==> config.mk <==
export PLATFORM = sky130hd
export DESIGN_NAME = comparator_control
export DESIGN_NICKNAME = d
export VERILOG_FILES = /design/src/comparator_control_pkg.sv /design/src/comparator_sync3.sv /design/src/comparator_edge_detect.sv /design/src/comparator_control.sv
export VERILOG_INCLUDE_DIRS = /design/src
export SDC_FILE = /design/constraint.sdc
export NUM_CORES = 1
export LEC_CHECK = 0
export ABC_AREA = 1
export BUFFER_PORTS_ARGS = -buffer_cell sky130_fd_sc_hd__buf_4
export CORE_ASPECT_RATIO = 1.4
export CORE_MARGIN = 4
export CORE_UTILIZATION = 49
export CTS_CLUSTER_DIAMETER = 150
export CTS_CLUSTER_SIZE = 30
export DETAILED_ROUTE_END_ITERATION = 7
export HOLD_SLACK_MARGIN = 0.06
export PLACE_DENSITY = 0.84
export SLEW_MARGIN = 0
export SYNTH_ARGS = -nofsm -noshare
export SYNTH_HDL_FRONTEND = slang
export SYNTH_SLANG_ARGS = --single-unit
export TNS_END_PERCENT = 50
==> constraint.sdc <==
create_clock -name clk_sys_i -period 1.55 [get_ports clk_sys_i]
set_clock_uncertainty 0.2 [all_clocks]
set_input_delay 0.2325 -clock clk_sys_i [delete_from_list [all_inputs] [get_ports clk_sys_i]]
set_output_delay 0.2325 -clock clk_sys_i [all_outputs]
set_load 0.01 [all_outputs]
==> src/comparator_control_defines.svh <==
// register offsets, field positions and reset values of the comparator control block
// Operation
// - Comparator flag sets on selected output edge; single vector at offset zero.
// - Edge select: 0 both, 2 falling, 3 rising, 1 reserved (no edges).
// - Interrupt request high while enable and flag both set, until flag cleared.
// - Interrupt enable register at 0x06, bit 0 gates the source.
// - Status at 0x07: flag bit 0, live comparator state bit 4.
// - Standby with keep-running: compare, events, pad live; status frozen without clock request.
// - Idle sleep behaves exactly as active mode.
// - Power-down disables comparator and pad output always.
// - Control bit 6 drives comparator result onto output pin.
// - While enabled, raw unsynchronised result goes to event network; no event inputs.
// - Control bit 0 enables comparing; control register resets to zero, read-write.
// - Hysteresis field at control bits 2:1: off, 10, 25, 50 mV.
// - Control bit 3 selects low bias current, slower reaction.
// - Positive input among four pins; negative among two pins, converter, reference.
// - Halted debug leaves the block running unchanged.
// - Register, flag and interrupt logic run on the peripheral clock.
// - Positive select at bits 4:3 picks positive pins zero to three.
// - Negative select bits 1:0: pins 0,1; 2 reference; 3 converter output.
// - Writing one clears the flag; state bit follows after synchroniser delay.
// - Input select bit 7 inverts result for every consumer.
`ifndef COMPARATOR_CONTROL_DEFINES_SVH
`define COMPARATOR_CONTROL_DEFINES_SVH

`define CMPC_ADDR_W 3
`define CMPC_OFS_CONTROL 3'h0
`define CMPC_OFS_INPUT_SELECT 3'h2
`define CMPC_OFS_IRQ_ENABLE 3'h6
`define CMPC_OFS_FLAGS 3'h7

`define CMPC_CTRL_ENABLE 0
`define CMPC_CTRL_HYS_LO 1
`define CMPC_CTRL_LOWPWR 3
`define CMPC_CTRL_EDGE_LO 4
`define CMPC_CTRL_PAD_OE 6
`define CMPC_CTRL_KEEP_RUN 7

`define CMPC_SEL_NEG_LO 0
`define CMPC_SEL_POS_LO 3
`define CMPC_SEL_INVERT 7
`define CMPC_SEL_MASK 8'h9b

`define CMPC_IRQEN_BIT 0
`define CMPC_FLAG_BIT 0
`define CMPC_STATE_BIT 4

`define CMPC_RESET_BYTE 8'h00

`define CMPC_EDGE_EITHER 2'h0
`define CMPC_EDGE_FALL 2'h2
`define CMPC_EDGE_RISE 2'h3

`define CMPC_VECTOR_OFS 8'h00

`define CMPC_CLK_MHZ 25
`define CMPC_STARTUP_NS 2500
`define CMPC_REF_STARTUP_NS 60000
`define CMPC_STARTUP_CYC ((`CMPC_STARTUP_NS * `CMPC_CLK_MHZ + 999) / 1000)
`define CMPC_REF_STARTUP_CYC ((`CMPC_REF_STARTUP_NS * `CMPC_CLK_MHZ + 999) / 1000)

`endif

==> src/comparator_control_pkg.sv <==
// types shared by the comparator control block
package comparator_control_pkg;

	typedef enum logic [1:0] {
		pwr_active,
		pwr_idle,
		pwr_standby,
		pwr_power_down
	} sleep_mode_e;

	typedef struct packed {
		logic keep_running_in_standby;
		logic pad_output_enable;
		logic [1:0] irq_edge_select;
		logic low_power_select;
		logic [1:0] hysteresis_select;
		logic enable;
	} control_s;

	typedef struct packed {
		logic invert;
		logic [1:0] positive_input_select;
		logic [1:0] negative_input_select;
	} input_select_s;

	// analog front-end settings handed to the comparator core
	typedef struct packed {
		logic powered;
		logic low_power_select;
		logic [1:0] hysteresis_select;
		logic [1:0] positive_input_select;
		logic [1:0] negative_input_select;
	} analog_cfg_s;

endpackage : comparator_control_pkg

==> src/comparator_sync3.sv <==
// three-stage synchroniser for the asynchronous comparator result
`timescale 1ns/1ps
module comparator_sync3 (
	// clock and reset
	input wire logic clk_sys_i,
	input wire logic reset_i,
	// asynchronous level in, settled level out
	input wire logic async_i,
	output logic level_o
);

	logic meta_r;
	logic s2_r;
	logic s3_r;
	logic level_r;

	// a change counts only once the second and third stage agree
	always_ff @(posedge clk_sys_i or posedge reset_i) begin
		if (reset_i) begin
			meta_r <= 1'b0;
			s2_r <= 1'b0;
			s3_r <= 1'b0;
			level_r <= 1'b0;
		end else begin
			meta_r <= async_i;
			s2_r <= meta_r;
			s3_r <= s2_r;
			if (s2_r == s3_r) begin
				level_r <= s3_r;
			end
		end
	end

	assign level_o = level_r;

endmodule : comparator_sync3

==> src/comparator_edge_detect.sv <==
// edge detector that turns the settled comparator level into a flag-set pulse
`timescale 1ns/1ps
`include "comparator_control_defines.svh"
module comparator_edge_detect (
	// clock and reset
	input wire logic clk_sys_i,
	input wire logic reset_i,
	// level, qualifier and edge choice
	input wire logic level_i,
	input wire logic update_i,
	input wire logic [1:0] edge_select_i,
	output logic hit_o
);

	logic last_r;
	wire rise = level_i & ~last_r;
	wire fall = ~level_i & last_r;

	// last value follows only while updates are allowed, so a frozen
	// period ends with one catch-up edge instead of a lost one
	always_ff @(posedge clk_sys_i or posedge reset_i) begin
		if (reset_i) begin
			last_r <= 1'b0;
		end else if (update_i) begin
			last_r <= level_i;
		end
	end

	assign hit_o = update_i & (
		(edge_select_i == `CMPC_EDGE_EITHER) ? (rise | fall) :
		(edge_select_i == `CMPC_EDGE_FALL) ? fall :
		(edge_select_i == `CMPC_EDGE_RISE) ? rise : 1'b0);

endmodule : comparator_edge_detect

==> src/comparator_control.sv <==
// register file, sleep gating and flag logic around the analog comparator
`timescale 1ns/1ps
`include "comparator_control_defines.svh"
module comparator_control (
	// clock and reset
	input wire logic clk_sys_i,
	input wire logic reset_i,
	// avalon-mm slave
	input wire logic [`CMPC_ADDR_W-1:0] avs_address_i,
	input wire logic avs_read_i,
	input wire logic avs_write_i,
	input wire logic [7:0] avs_writedata_i,
	output logic [7:0] avs_readdata_o,
	output logic avs_waitrequest_o,
	// power management
	input wire comparator_control_pkg::sleep_mode_e sleep_mode_i,
	input wire logic clk_request_i,
	// analog core
	input wire logic comparator_raw_i,
	output comparator_control_pkg::analog_cfg_s analog_cfg_o,
	// pad, event and interrupt
	output logic pad_out_o,
	output logic pad_oe_o,
	output logic event_out_o,
	output logic irq_o,
	output logic [7:0] irq_vector_o
);

	comparator_control_pkg::control_s ctrl_r;
	comparator_control_pkg::input_select_s sel_r;
	logic irq_en_r;
	logic flag_r;
	logic state_r;
	logic rd_done_r;
	logic [7:0] rdata_r;

	// bus decode
	wire hit_ctrl = avs_address_i == `CMPC_OFS_CONTROL;
	wire hit_sel = avs_address_i == `CMPC_OFS_INPUT_SELECT;
	wire hit_ien = avs_address_i == `CMPC_OFS_IRQ_ENABLE;
	wire hit_flags = avs_address_i == `CMPC_OFS_FLAGS;
	wire wr = avs_write_i;

	// sleep decode
	wire in_standby = sleep_mode_i == comparator_control_pkg::pwr_standby;
	wire in_pdown = sleep_mode_i == comparator_control_pkg::pwr_power_down;

	// power-down stops comparator and pad, standby needs keep-running
	wire powered = ctrl_r.enable & ~in_pdown &
		(~in_standby | ctrl_r.keep_running_in_standby);
	// no clock in standby unless requested; idle as active; debug ignored
	wire clk_live = ~in_standby | clk_request_i;
	wire update = powered & clk_live;

	// inversion before every consumer, raw asynchronous path
	wire result = (comparator_raw_i ^ sel_r.invert) & powered;

	logic settled;
	logic hit;

	// synchroniser delay on the state bit
	comparator_sync3 u_sync (
		.clk_sys_i(clk_sys_i),
		.reset_i(reset_i),
		.async_i(result),
		.level_o(settled)
	);

	comparator_edge_detect u_edge (
		.clk_sys_i(clk_sys_i),
		.reset_i(reset_i),
		.level_i(settled),
		.update_i(update),
		.edge_select_i(ctrl_r.irq_edge_select),
		.hit_o(hit)
	);

	// all registers on the peripheral clock
	always_ff @(posedge clk_sys_i or posedge reset_i) begin
		if (reset_i) begin
			ctrl_r <= `CMPC_RESET_BYTE;
		end else if (wr && hit_ctrl) begin
			ctrl_r <= avs_writedata_i;
		end
	end

	always_ff @(posedge clk_sys_i or posedge reset_i) begin
		if (reset_i) begin
			sel_r <= '0;
		end else if (wr && hit_sel) begin
			sel_r <= {avs_writedata_i[`CMPC_SEL_INVERT],
				avs_writedata_i[`CMPC_SEL_POS_LO+1:`CMPC_SEL_POS_LO],
				avs_writedata_i[`CMPC_SEL_NEG_LO+1:`CMPC_SEL_NEG_LO]};
		end
	end

	always_ff @(posedge clk_sys_i or posedge reset_i) begin
		if (reset_i) begin
			irq_en_r <= 1'b0;
		end else if (wr && hit_ien) begin
			irq_en_r <= avs_writedata_i[`CMPC_IRQEN_BIT];
		end
	end

	wire flag_clr = wr & hit_flags & avs_writedata_i[`CMPC_FLAG_BIT];

	// set wins over a same-cycle clear
	always_ff @(posedge clk_sys_i or posedge reset_i) begin
		if (reset_i) begin
			flag_r <= 1'b0;
		end else if (hit) begin
			flag_r <= 1'b1;
		end else if (flag_clr) begin
			flag_r <= 1'b0;
		end
	end

	// state bit frozen while the clock is withheld
	always_ff @(posedge clk_sys_i or posedge reset_i) begin
		if (reset_i) begin
			state_r <= 1'b0;
		end else if (clk_live) begin
			state_r <= settled;
		end
	end

	// read mux, zeros for reserved bits and offsets
	wire [7:0] rd_mux =
		hit_ctrl ? ctrl_r :
		hit_sel ? {sel_r.invert, 2'b00, sel_r.positive_input_select, 1'b0,
			sel_r.negative_input_select} :
		hit_ien ? {7'h00, irq_en_r} :
		hit_flags ? {3'h0, state_r, 3'h0, flag_r} : 8'h00;

	// reads take one wait cycle so data comes from a flip-flop
	always_ff @(posedge clk_sys_i or posedge reset_i) begin
		if (reset_i) begin
			rd_done_r <= 1'b0;
			rdata_r <= 8'h00;
		end else begin
			rd_done_r <= avs_read_i & ~rd_done_r;
			rdata_r <= rd_mux;
		end
	end

	assign avs_waitrequest_o = avs_read_i & ~rd_done_r;
	assign avs_readdata_o = rdata_r;

	assign analog_cfg_o = {powered, ctrl_r.low_power_select, ctrl_r.hysteresis_select,
		sel_r.positive_input_select, sel_r.negative_input_select};

	assign pad_oe_o = ctrl_r.pad_output_enable & powered;
	assign pad_out_o = result;
	assign event_out_o = result;
	assign irq_o = irq_en_r & flag_r;
	assign irq_vector_o = `CMPC_VECTOR_OFS;

endmodule : comparator_control

==> results of run 1 <==
==> final cells by class <==
cell class / count / share of cell area (%)
clock buffers: 8 / 5.67
repair buffers: 56 / 23.1
well taps: 37 / 2.39
multi-input cells: 98 / 25.5
inverters: 24 / 4.71
flip-flops and latches: 30 / 38.7
==> critical path, stage by stage (launching register included) <==
cell and delay, ps:
dfrtp_1 390, nand2_1 90, nand2_2 70, nand2_4 90, inv_1 50, buf_4 140
==> worst paths after layout <==
kind / from / to / cells past startpoint
max: ctrl_r[7]$_DFFE_PP0P_ / analog_cfg_o[7] / 5
min: avs_address_i[0] / avs_readdata_o[4]$_DFF_PP0_ / 3
max reg2reg: u_sync.level_o$_DFFE_PP0N_ / flag_r$_DFFE_PP0P_ / 6
min reg2reg: u_sync.meta_r$_DFF_PP0_ / u_sync.s2_r$_DFF_PP0_ / 0
max in group asynchronous: reset_i / avs_readdata_o[1]$_DFF_PP0_ / 4
min in group asynchronous: reset_i / u_sync.meta_r$_DFF_PP0_ / 4
==> registers in the layout (all words and copies together) (netlist names) <==
register,flops
avs_readdata_o,8
analog_cfg_o,7
ctrl_r,5
flag_r,1
irq_en_r,1
rd_done_r,1
sel_r,1
state_r,1
u_edge.last_r,1
u_sync.level_o,1
u_sync.meta_r,1
u_sync.s2_r,1
u_sync.s3_r,1
==> cells by family (layout without fill, tap and decap cells) <==
kind of cell,count (synthesis),in the layout
other,1,8
adders and majority gates,3,3
AOI/OAI and AO/OA,13,13
buffers and inverters,44,88
xor gates and xnor gates,1,1
and+or+nand+nor,73,73
DFF,30,30
==> placed cells by master (no fill, tap or decap), drive strengths merged, types with 2 or more instances in the layout <==
cell / instances
inv: 23
o21ai: 12
nand3b: 2
dfrtp: 30
nand2: 48
ha: 2
conb: 8
nor2: 10
clkbuf: 8
dlygate4sd3: 11
nand3: 11
nand4: 2
buf: 45
==> where the power goes <==
| group | internal [mW] | leakage [nW] | switching (mW) |
|---|---|---|---|
| combinational | 0.231 | 0.624 | 0.230 |
| clock | 0.448 | 0.0575 | 0.278 |
| sequential | 0.894 | 0.392 | 0.0846 |
| total | 1.57 | 1.07 | 0.592 |
==> stage by stage <==
stage | hold slack [ps] | util [%]
6_report | 81.0 | 68.1
3_5_place_dp | 141 | 58.4
2_1_floorplan | 123 | -
4_1_cts | 75.1 | 67.1
3_3_place_gp | 133 | 58.4
5_1_grt | 104 | 68.1
==> per-layer routing <==
layer  part of all wire, %  track usage, %  up-vias
met5                     0               0        -
met1                    37            21.4      544
met4                   2.6            10.8        0
met2                    53            28.7       38
li1                      -               -      581
met3                   7.4            5.95        6
==> repair_timing <==
item                                   in CTS  in global routing
endpoints found under the hold margin      42                  0
pin swaps                                   1                  1
hold buffers                               11                  0
setup endpoints to repair                   4                  4
resized for setup                           4                  3
setup buffers                               2                  2
==> qor.csv, run 1 <==
metric;value;unit
status;finished with violations;
violations;negative setup slack;
start_kind;flop;
setup_violations;2;
synth-compound-area-share;5.41;%
dieArea;0.00387;mm^2
io_buffers;39;
die_h;72.0;um
coreArea;0.00285;mm^2
grt_pass1_wl;5100;um
avgViaCountPerCell;4.62;
fmax;0.645;GHz
finalCritPeriodShare;100;%
fin_ws;-0.741;ps
setup_tns;-0.927;ps
fillCellCount;234;
drive_above_1_share;32.4;%
end_kind;output pin;
dp_hpwl;2070;um
cts_tree;built;
antenna_left;0;
clk_pin_slew;60;ps
drv_slew;0;
grt_pass1_vias;1183;
cp_max_fo;4;
placedCellCount;230;
min_path_type;primary input to flop;
r2r_slack;210;ps
track_usage;18.4;%
arrival;1120;ps
rsz0062_at_grt;true;
vias;1169;
yosysTopAreaCell;dfrtp_1;
synth_top_family_by_area;simple AND/OR/NAND/NOR gates;
p_leak;1.07;nW
ios;48;
htreeDepth;2;
p_total;2.16;mW
antenna_found_initial;0;
placed_area;0.00166;mm^2
drv_cap;0;
synth_simple_gate_area_share;22.0;%
first_iter_violations;18;
yosysWarnings;0;
hold_viol;0;
cts_made_buffers;5;
num_rows;23;
cts_root_buf;clkbuf_8;
final_cell_area;0.00194;mm^2
stdcell_count;253;
synthAdderAreaFrac;2.44;%
final_net_count;236;
grt-ovfl-total;0;
syn_area_per_cell;8.69;um^2
synth.area.mux_share;0;%
crit_required;1120;ps
die_w;53.7;um
finalWeightedCongestion;0.792;
synth_xor_area_share;0.611;%
regArea;751;um^2
first_pass_iters;4;
clockBufferDepth;2;
synth_edf_count;0;
routed_wl;3000;um
ys_seq_area_share;52.4;%
synth_flop_cell;dfrtp_1;
synth_top_area_share;52.4;%
start_util;50.3;%
clk_latency;280;ps
max-vdd-ir-drop;1.07;mV
synth_area_leaders;dfrtp_1 52%, nand2_1 12%, buf_4 9.4%, inv_1 5.5%, nand3_1 3.8%;
powerDensity;1120;mW/mm^2
clock_sinks;30;
yosysMostFrequentCell;nand2_1;
crit_type;flop to output pin;
wl_per_cell;11.8;um
postSynthCellCount;165;
synth_seq_cells;30;
drc_errors;0;
area_delta_synth_final;35.3;%
yosysUniqueCellTypes;21;
fin_crit;1550;ps
yosys-top-cells-count;44 x nand2_1, 30 x dfrtp_1, 21 x inv_1;
n_antenna_cell;0;
synth-async-reset-ratio;100;%
grt_max_degree;31;
netlist_area;0.00143;mm^2
dp_worst_setup_slack;122;ps
multi_input_area;494;um^2
Power figures use the tool's default switching activity.
==> inputs of run 2 (changes only) <==
--- a/config.mk
+++ b/config.mk
@@ -8,7 +8,6 @@
 export LEC_CHECK = 0
 export ABC_AREA = 1
 export BUFFER_PORTS_ARGS = -buffer_cell sky130_fd_sc_hd__buf_4
-export CORE_ASPECT_RATIO = 1.4
 export CORE_MARGIN = 4
 export CORE_UTILIZATION = 49
 export CTS_CLUSTER_DIAMETER = 150
==> qor.csv, run 2 (synthesis results as in run 1) <==
metric;value;unit;change
status;finished with violations;;
violations;negative setup slack;;
cp_slowest_stage_delay;490;ps;+100 ps
coreArea;0.00278;mm^2;-2.4%
ios;48;;unchanged
max-vdd-ir-drop;1.41;mV;+31%
die_h;62.1;um;-14%
p_leak;1.11;nW;+3.3%
crit_type;flop to output pin;;
dieArea;0.00386;mm^2;-0.32%
clockBufferDepth;2;;unchanged
r2r-end;flag_r$_DFFE_PP0P_;;
clk_pin_slew;100;ps;+40 ps
placedCellCount;224;;-2.6%
cp_max_fo;4;;unchanged
layout_commonest_cell;buf_4;;
hold_viol;0;;unchanged
crit_chain;nand2_4, nor2_4, buf_6;;
fin_ws;-78.8;ps;-78.1 ps
p_total;2.09;mW;-3.6%
drc_errors;0;;unchanged
min_path_type;primary input to flop;;
rsz0062_at_grt;true;;
io_buffers;39;;unchanged
setup_tns;-292;ps;-291 ps
reg2reg_depth;6;;unchanged
hp-start;avs_write_i;;
start_util;51.6;%;+1.2 points
start_kind;flop;;
final_cell_mix;46 x buf_4, 42 x nand2_1, 30 x dfrtp_1;;
critPathTopFamily;flip-flops;;
antenna_left;0;;unchanged
crit_required;1120;ps;about the same
finalWeightedCongestion;0.841;;+6.1%
final_cell_area;0.00202;mm^2;+4.3%
clock_sinks;30;;unchanged
end_kind;output pin;;
first_iter_violations;69;;+51
track_usage;20.3;%;+1.9 points
critPathBufInv;1;;-1
largest_reg_flops;8;;unchanged
drive_above_1_share;31.7;%;-0.69 points
area_delta_synth_final;41.2;%;
finalCritPeriodShare;105;%;+5.0 points
r2r_slack;170;ps;-40 ps
grt_max_degree;31;;unchanged
clk_latency;340;ps;+60 ps
fmax;0.614;GHz;-4.8%
min_to;irq_en_r$_DFFE_PP0P_;;
antenna_found_initial;0;;unchanged
drv_slew;0;;unchanged
drv_cap;0;;unchanged
hold_path_depth;3;;unchanged
rr_startpoint;u_sync.level_o$_DFFE_PP0N_;;
arrival;1200;ps;+80 ps
first_pass_iters;4;;unchanged
avgViaCountPerCell;4.94;;+6.9%
vias;1279;;+9.4%
dp_worst_setup_slack;146;ps;+23.4 ps
grt_pass1_wl;5540;um;+8.6%
grt_pass1_vias;1291;;+9.1%
cts_root_buf;clkbuf_4;;
die_w;62.1;um;+16%
fin_crit;1630;ps;+78.1 ps
grt-ovfl-total;0;;unchanged
whs;82.2;ps;+1.14 ps
finish.utilization;72.8;%;+4.7 points
num_rows;19;;-17%
final_net_count;247;;+4.7%
cp_slowest_cell;dfrtp_1;;
htreeDepth;2;;unchanged
cts_tree;built;;
cts_made_buffers;5;;unchanged
dp_hpwl;2110;um;+2.1%
stdcell_count;259;;+2.4%
powerDensity;1030;mW/mm^2;-7.6%
placed_area;0.00166;mm^2;-0.45%
wl_per_cell;13.3;um;+12%
routed_wl;3440;um;+15%
setup_violations;4;;+2
==> run 2: where the power goes <==
group / internal [mW] / switching (mW) / leakage (nW)
Sequential: 0.891 / 0.0834 / 0.392
Combinational: 0.250 / 0.246 / 0.672
Clock: 0.334 / 0.282 / 0.0450
Total: 1.47 / 0.611 / 1.11
==> run 2: layer usage <==
layer  global-route usage [%]  wire length, um  vias to the layer above
met4                     11.8               99                        0
li1                         -                -                      603
met5                        0                0                        -
met3                     5.37              297                       16
met1                     23.3             1280                      601
met2                     33.7             1760                       59
==> run 2: area by class of cell <==
type,instances,area (um^2)
diodes,1,2.50
clock buffers,5,37.5
clock inverters,3,40.0
fillers,208,757
inverters,24,91.3
multi-input cells,98,499
flip-flops and latches,30,751
well taps,31,38.8
repair buffers,67,564
==> run 2: repair_timing <==
| action | 4_1_cts | 5_1_grt |
|---|---|---|
| hold buffers | 20 | 0 |
| pin swaps | 1 | 3 |
| resized for setup | 5 | 7 |
| setup buffers | 3 | 3 |
| cloned | 0 | 0 |
| endpoints found under the hold margin | 50 | 0 |
| setup endpoints to repair | 4 | 7 |
==> run 2: how the worst max path moves through the flow <==
stage	startpoint	end	cells past startpoint
floorplan	ctrl_r[7]$_DFFE_PP0P_	pad_out_o	5
global placement	sleep_mode_i[0]	event_out_o	7
detailed placement	sleep_mode_i[0]	event_out_o	7
CTS	ctrl_r[7]$_DFFE_PP0P_	event_out_o	5
global route	ctrl_r[7]$_DFFE_PP0P_	pad_out_o	5
finish	ctrl_r[0]$_DFFE_PP0P_	pad_oe_o	3
==> run 2: worst reg2reg max path: stages (launching register included) <==
cell and delay, ps:
dfrtp_1 420, inv_1 80, ha_1 280, nand3b_1 160, nand2_1 70, nand2_1 60
nand2_1 60
==> inputs of run 3 (changes only) <==
--- a/config.mk
+++ b/config.mk
@@ -15,6 +15,7 @@
 export DETAILED_ROUTE_END_ITERATION = 7
 export HOLD_SLACK_MARGIN = 0.06
 export PLACE_DENSITY = 0.84
+export RECOVER_POWER = 100
 export SLEW_MARGIN = 0
 export SYNTH_ARGS = -nofsm -noshare
 export SYNTH_HDL_FRONTEND = slang
==> qor.csv, run 3 (synthesis results as in run 1) <==
metric;value;unit;change
wl_per_cell;13.1;um;-0.87%
grtUsageMet1;23.3;%;unchanged
largest_reg_flops;8;;unchanged
placed_area;0.00166;mm^2;unchanged
final_cell_area;0.00199;mm^2;-1.5%
powerDensity;1040;mW/mm^2;+0.75%
stdcell_count;259;;unchanged
ios;48;;unchanged
fmax;0.619;GHz;+0.77%
r2r_slack;170;ps;about the same
cts_root_buf;clkbuf_4;;
drv_slew;0;;unchanged
crit_type;flop to output pin;;
die_w;62.1;um;unchanged
final_net_count;247;;unchanged
grt-ovfl-total;0;;unchanged
crit_required;1120;ps;about the same
cts_tree;built;;
violations;negative setup slack;;
grt_pass1_wl;5540;um;unchanged
antenna_left;0;;unchanged
rsz0062_at_grt;true;;
grt_pass1_vias;1291;;unchanged
io_buffers;39;;unchanged
grt_use_met3;5.37;%;unchanged
die_h;62.1;um;unchanged
first_iter_violations;63;;-8.7%
hp-start;avs_address_i[1];;
min_path_type;primary input to flop;;
status;finished with violations;;
antenna_found_initial;0;;unchanged
num_rows;19;;unchanged
worst_pin_slew;718;ps;
start_util;51.6;%;unchanged
track_usage;20.3;%;unchanged
start_kind;flop;;
drv_cap;0;;unchanged
vias;1264;;-1.2%
finalWeightedCongestion;0.841;;unchanged
end_kind;output pin;;
cp-startpoint;ctrl_r[7]$_DFFE_PP0P_;;
fin_ws;-66.3;ps;+12.5 ps
setup_violations;4;;unchanged
first_pass_iters;4;;unchanged
dieArea;0.00386;mm^2;unchanged
avgViaCountPerCell;4.88;;-1.2%
grt_use_met2;33.7;%;unchanged
cp_max_fo;4;;unchanged
coreArea;0.00278;mm^2;unchanged
min_to;flag_r$_DFFE_PP0P_;;
dp_hpwl;2110;um;unchanged
clk_latency;330;ps;about the same
r2r-end;flag_r$_DFFE_PP0P_;;
reg2reg_depth;6;;unchanged
cts_made_buffers;5;;unchanged
fillCellCount;217;;+4.3%
p_leak;1.09;nW;-1.8%
htreeDepth;2;;unchanged
hold_path_depth;4;;+1
arrival;1180;ps;-20 ps
routed_wl;3410;um;-0.87%
layout_commonest_cell;nand2_1;;
slew_headroom;52.1;%;
fin_crit;1620;ps;-12.5 ps
max-vdd-ir-drop;1.40;mV;-0.11%
area_delta_synth_final;39.1;%;
final_cell_mix;43 x nand2_1, 38 x buf_4, 30 x dfrtp_1;;
clockBufferDepth;2;;unchanged
rr_startpoint;u_sync.level_o$_DFFE_PP0N_;;
clock_sinks;30;;unchanged
gr-max-usage-layer;met2;;
clk_pin_slew;100;ps;about the same
finalCritPeriodShare;104;%;-0.81 points
drive_above_1_share;27.8;%;-4.0 points
drc_errors;0;;unchanged
whs;81.1;ps;-1.03 ps
placedCellCount;224;;unchanged
grt_max_degree;31;;unchanged
hold_viol;0;;unchanged
run 3: stage by stage:
step	setup WS (ps)	power (mW)	utilization, %	TNS [ps]
after detailed placement	146	1.38	59.5	0
final	-66.3	2.07	71.7	-250
after global routing	-174	2.19	71.6	-757
after CTS	-80.8	2.06	71.0	-291
after global placement	183	1.36	59.5	0
after floorplan	178	1.25	-	0
run 3: final cells by class:
cell class,count,area [um^2],share of cell area (%)
well taps,31,38.8,1.94
inverters,24,91.3,4.58
flip-flops and latches,30,751,37.6
multi-input cells,98,490,24.6
repair buffers,67,543,27.2
diodes,1,2.50,0.125
clock buffers,5,37.5,1.88
clock inverters,3,40.0,2.01
run 3: where the power goes:
group | internal (mW) | switching, mW
Combinational | 0.241 | 0.241
Clock | 0.334 | 0.280
Sequential | 0.891 | 0.0828
Total | 1.47 | 0.604
run 3: routing by layer:
metal  up-vias  share of wire, %
met5         -                 0
met4         0               3.1
met3        14               7.4
met2        52                51
met1       596                38
li1        602                 -
run 3: timing repair:
item                       CTS  global route
hold buffers                20             0
buffers inserted             3             3
pin swaps                    1             3
cloned                       0             0
setup endpoints to repair    4             7
resized for setup            5             7
hold endpoints to repair    50             0
run 3: critical path, stage by stage, from the launching register on:
cell	delay (ps)
dfrtp_1	350
nand2_1	70
nand2_2	100
nand2_4	80
nor2_4	130
buf_6	110
run 3: worst max-delay path by stage:
stage / endpoint / slack (ps) / depth (start not counted)
6_report: pad_oe_o / -70 / 5
5_1_grt: pad_out_o / -170 / 5
4_1_cts: event_out_o / -80 / 5
3_5_place_dp: event_out_o / 150 / 7
3_3_place_gp: event_out_o / 180 / 7
2_1_floorplan: pad_out_o / 180 / 5
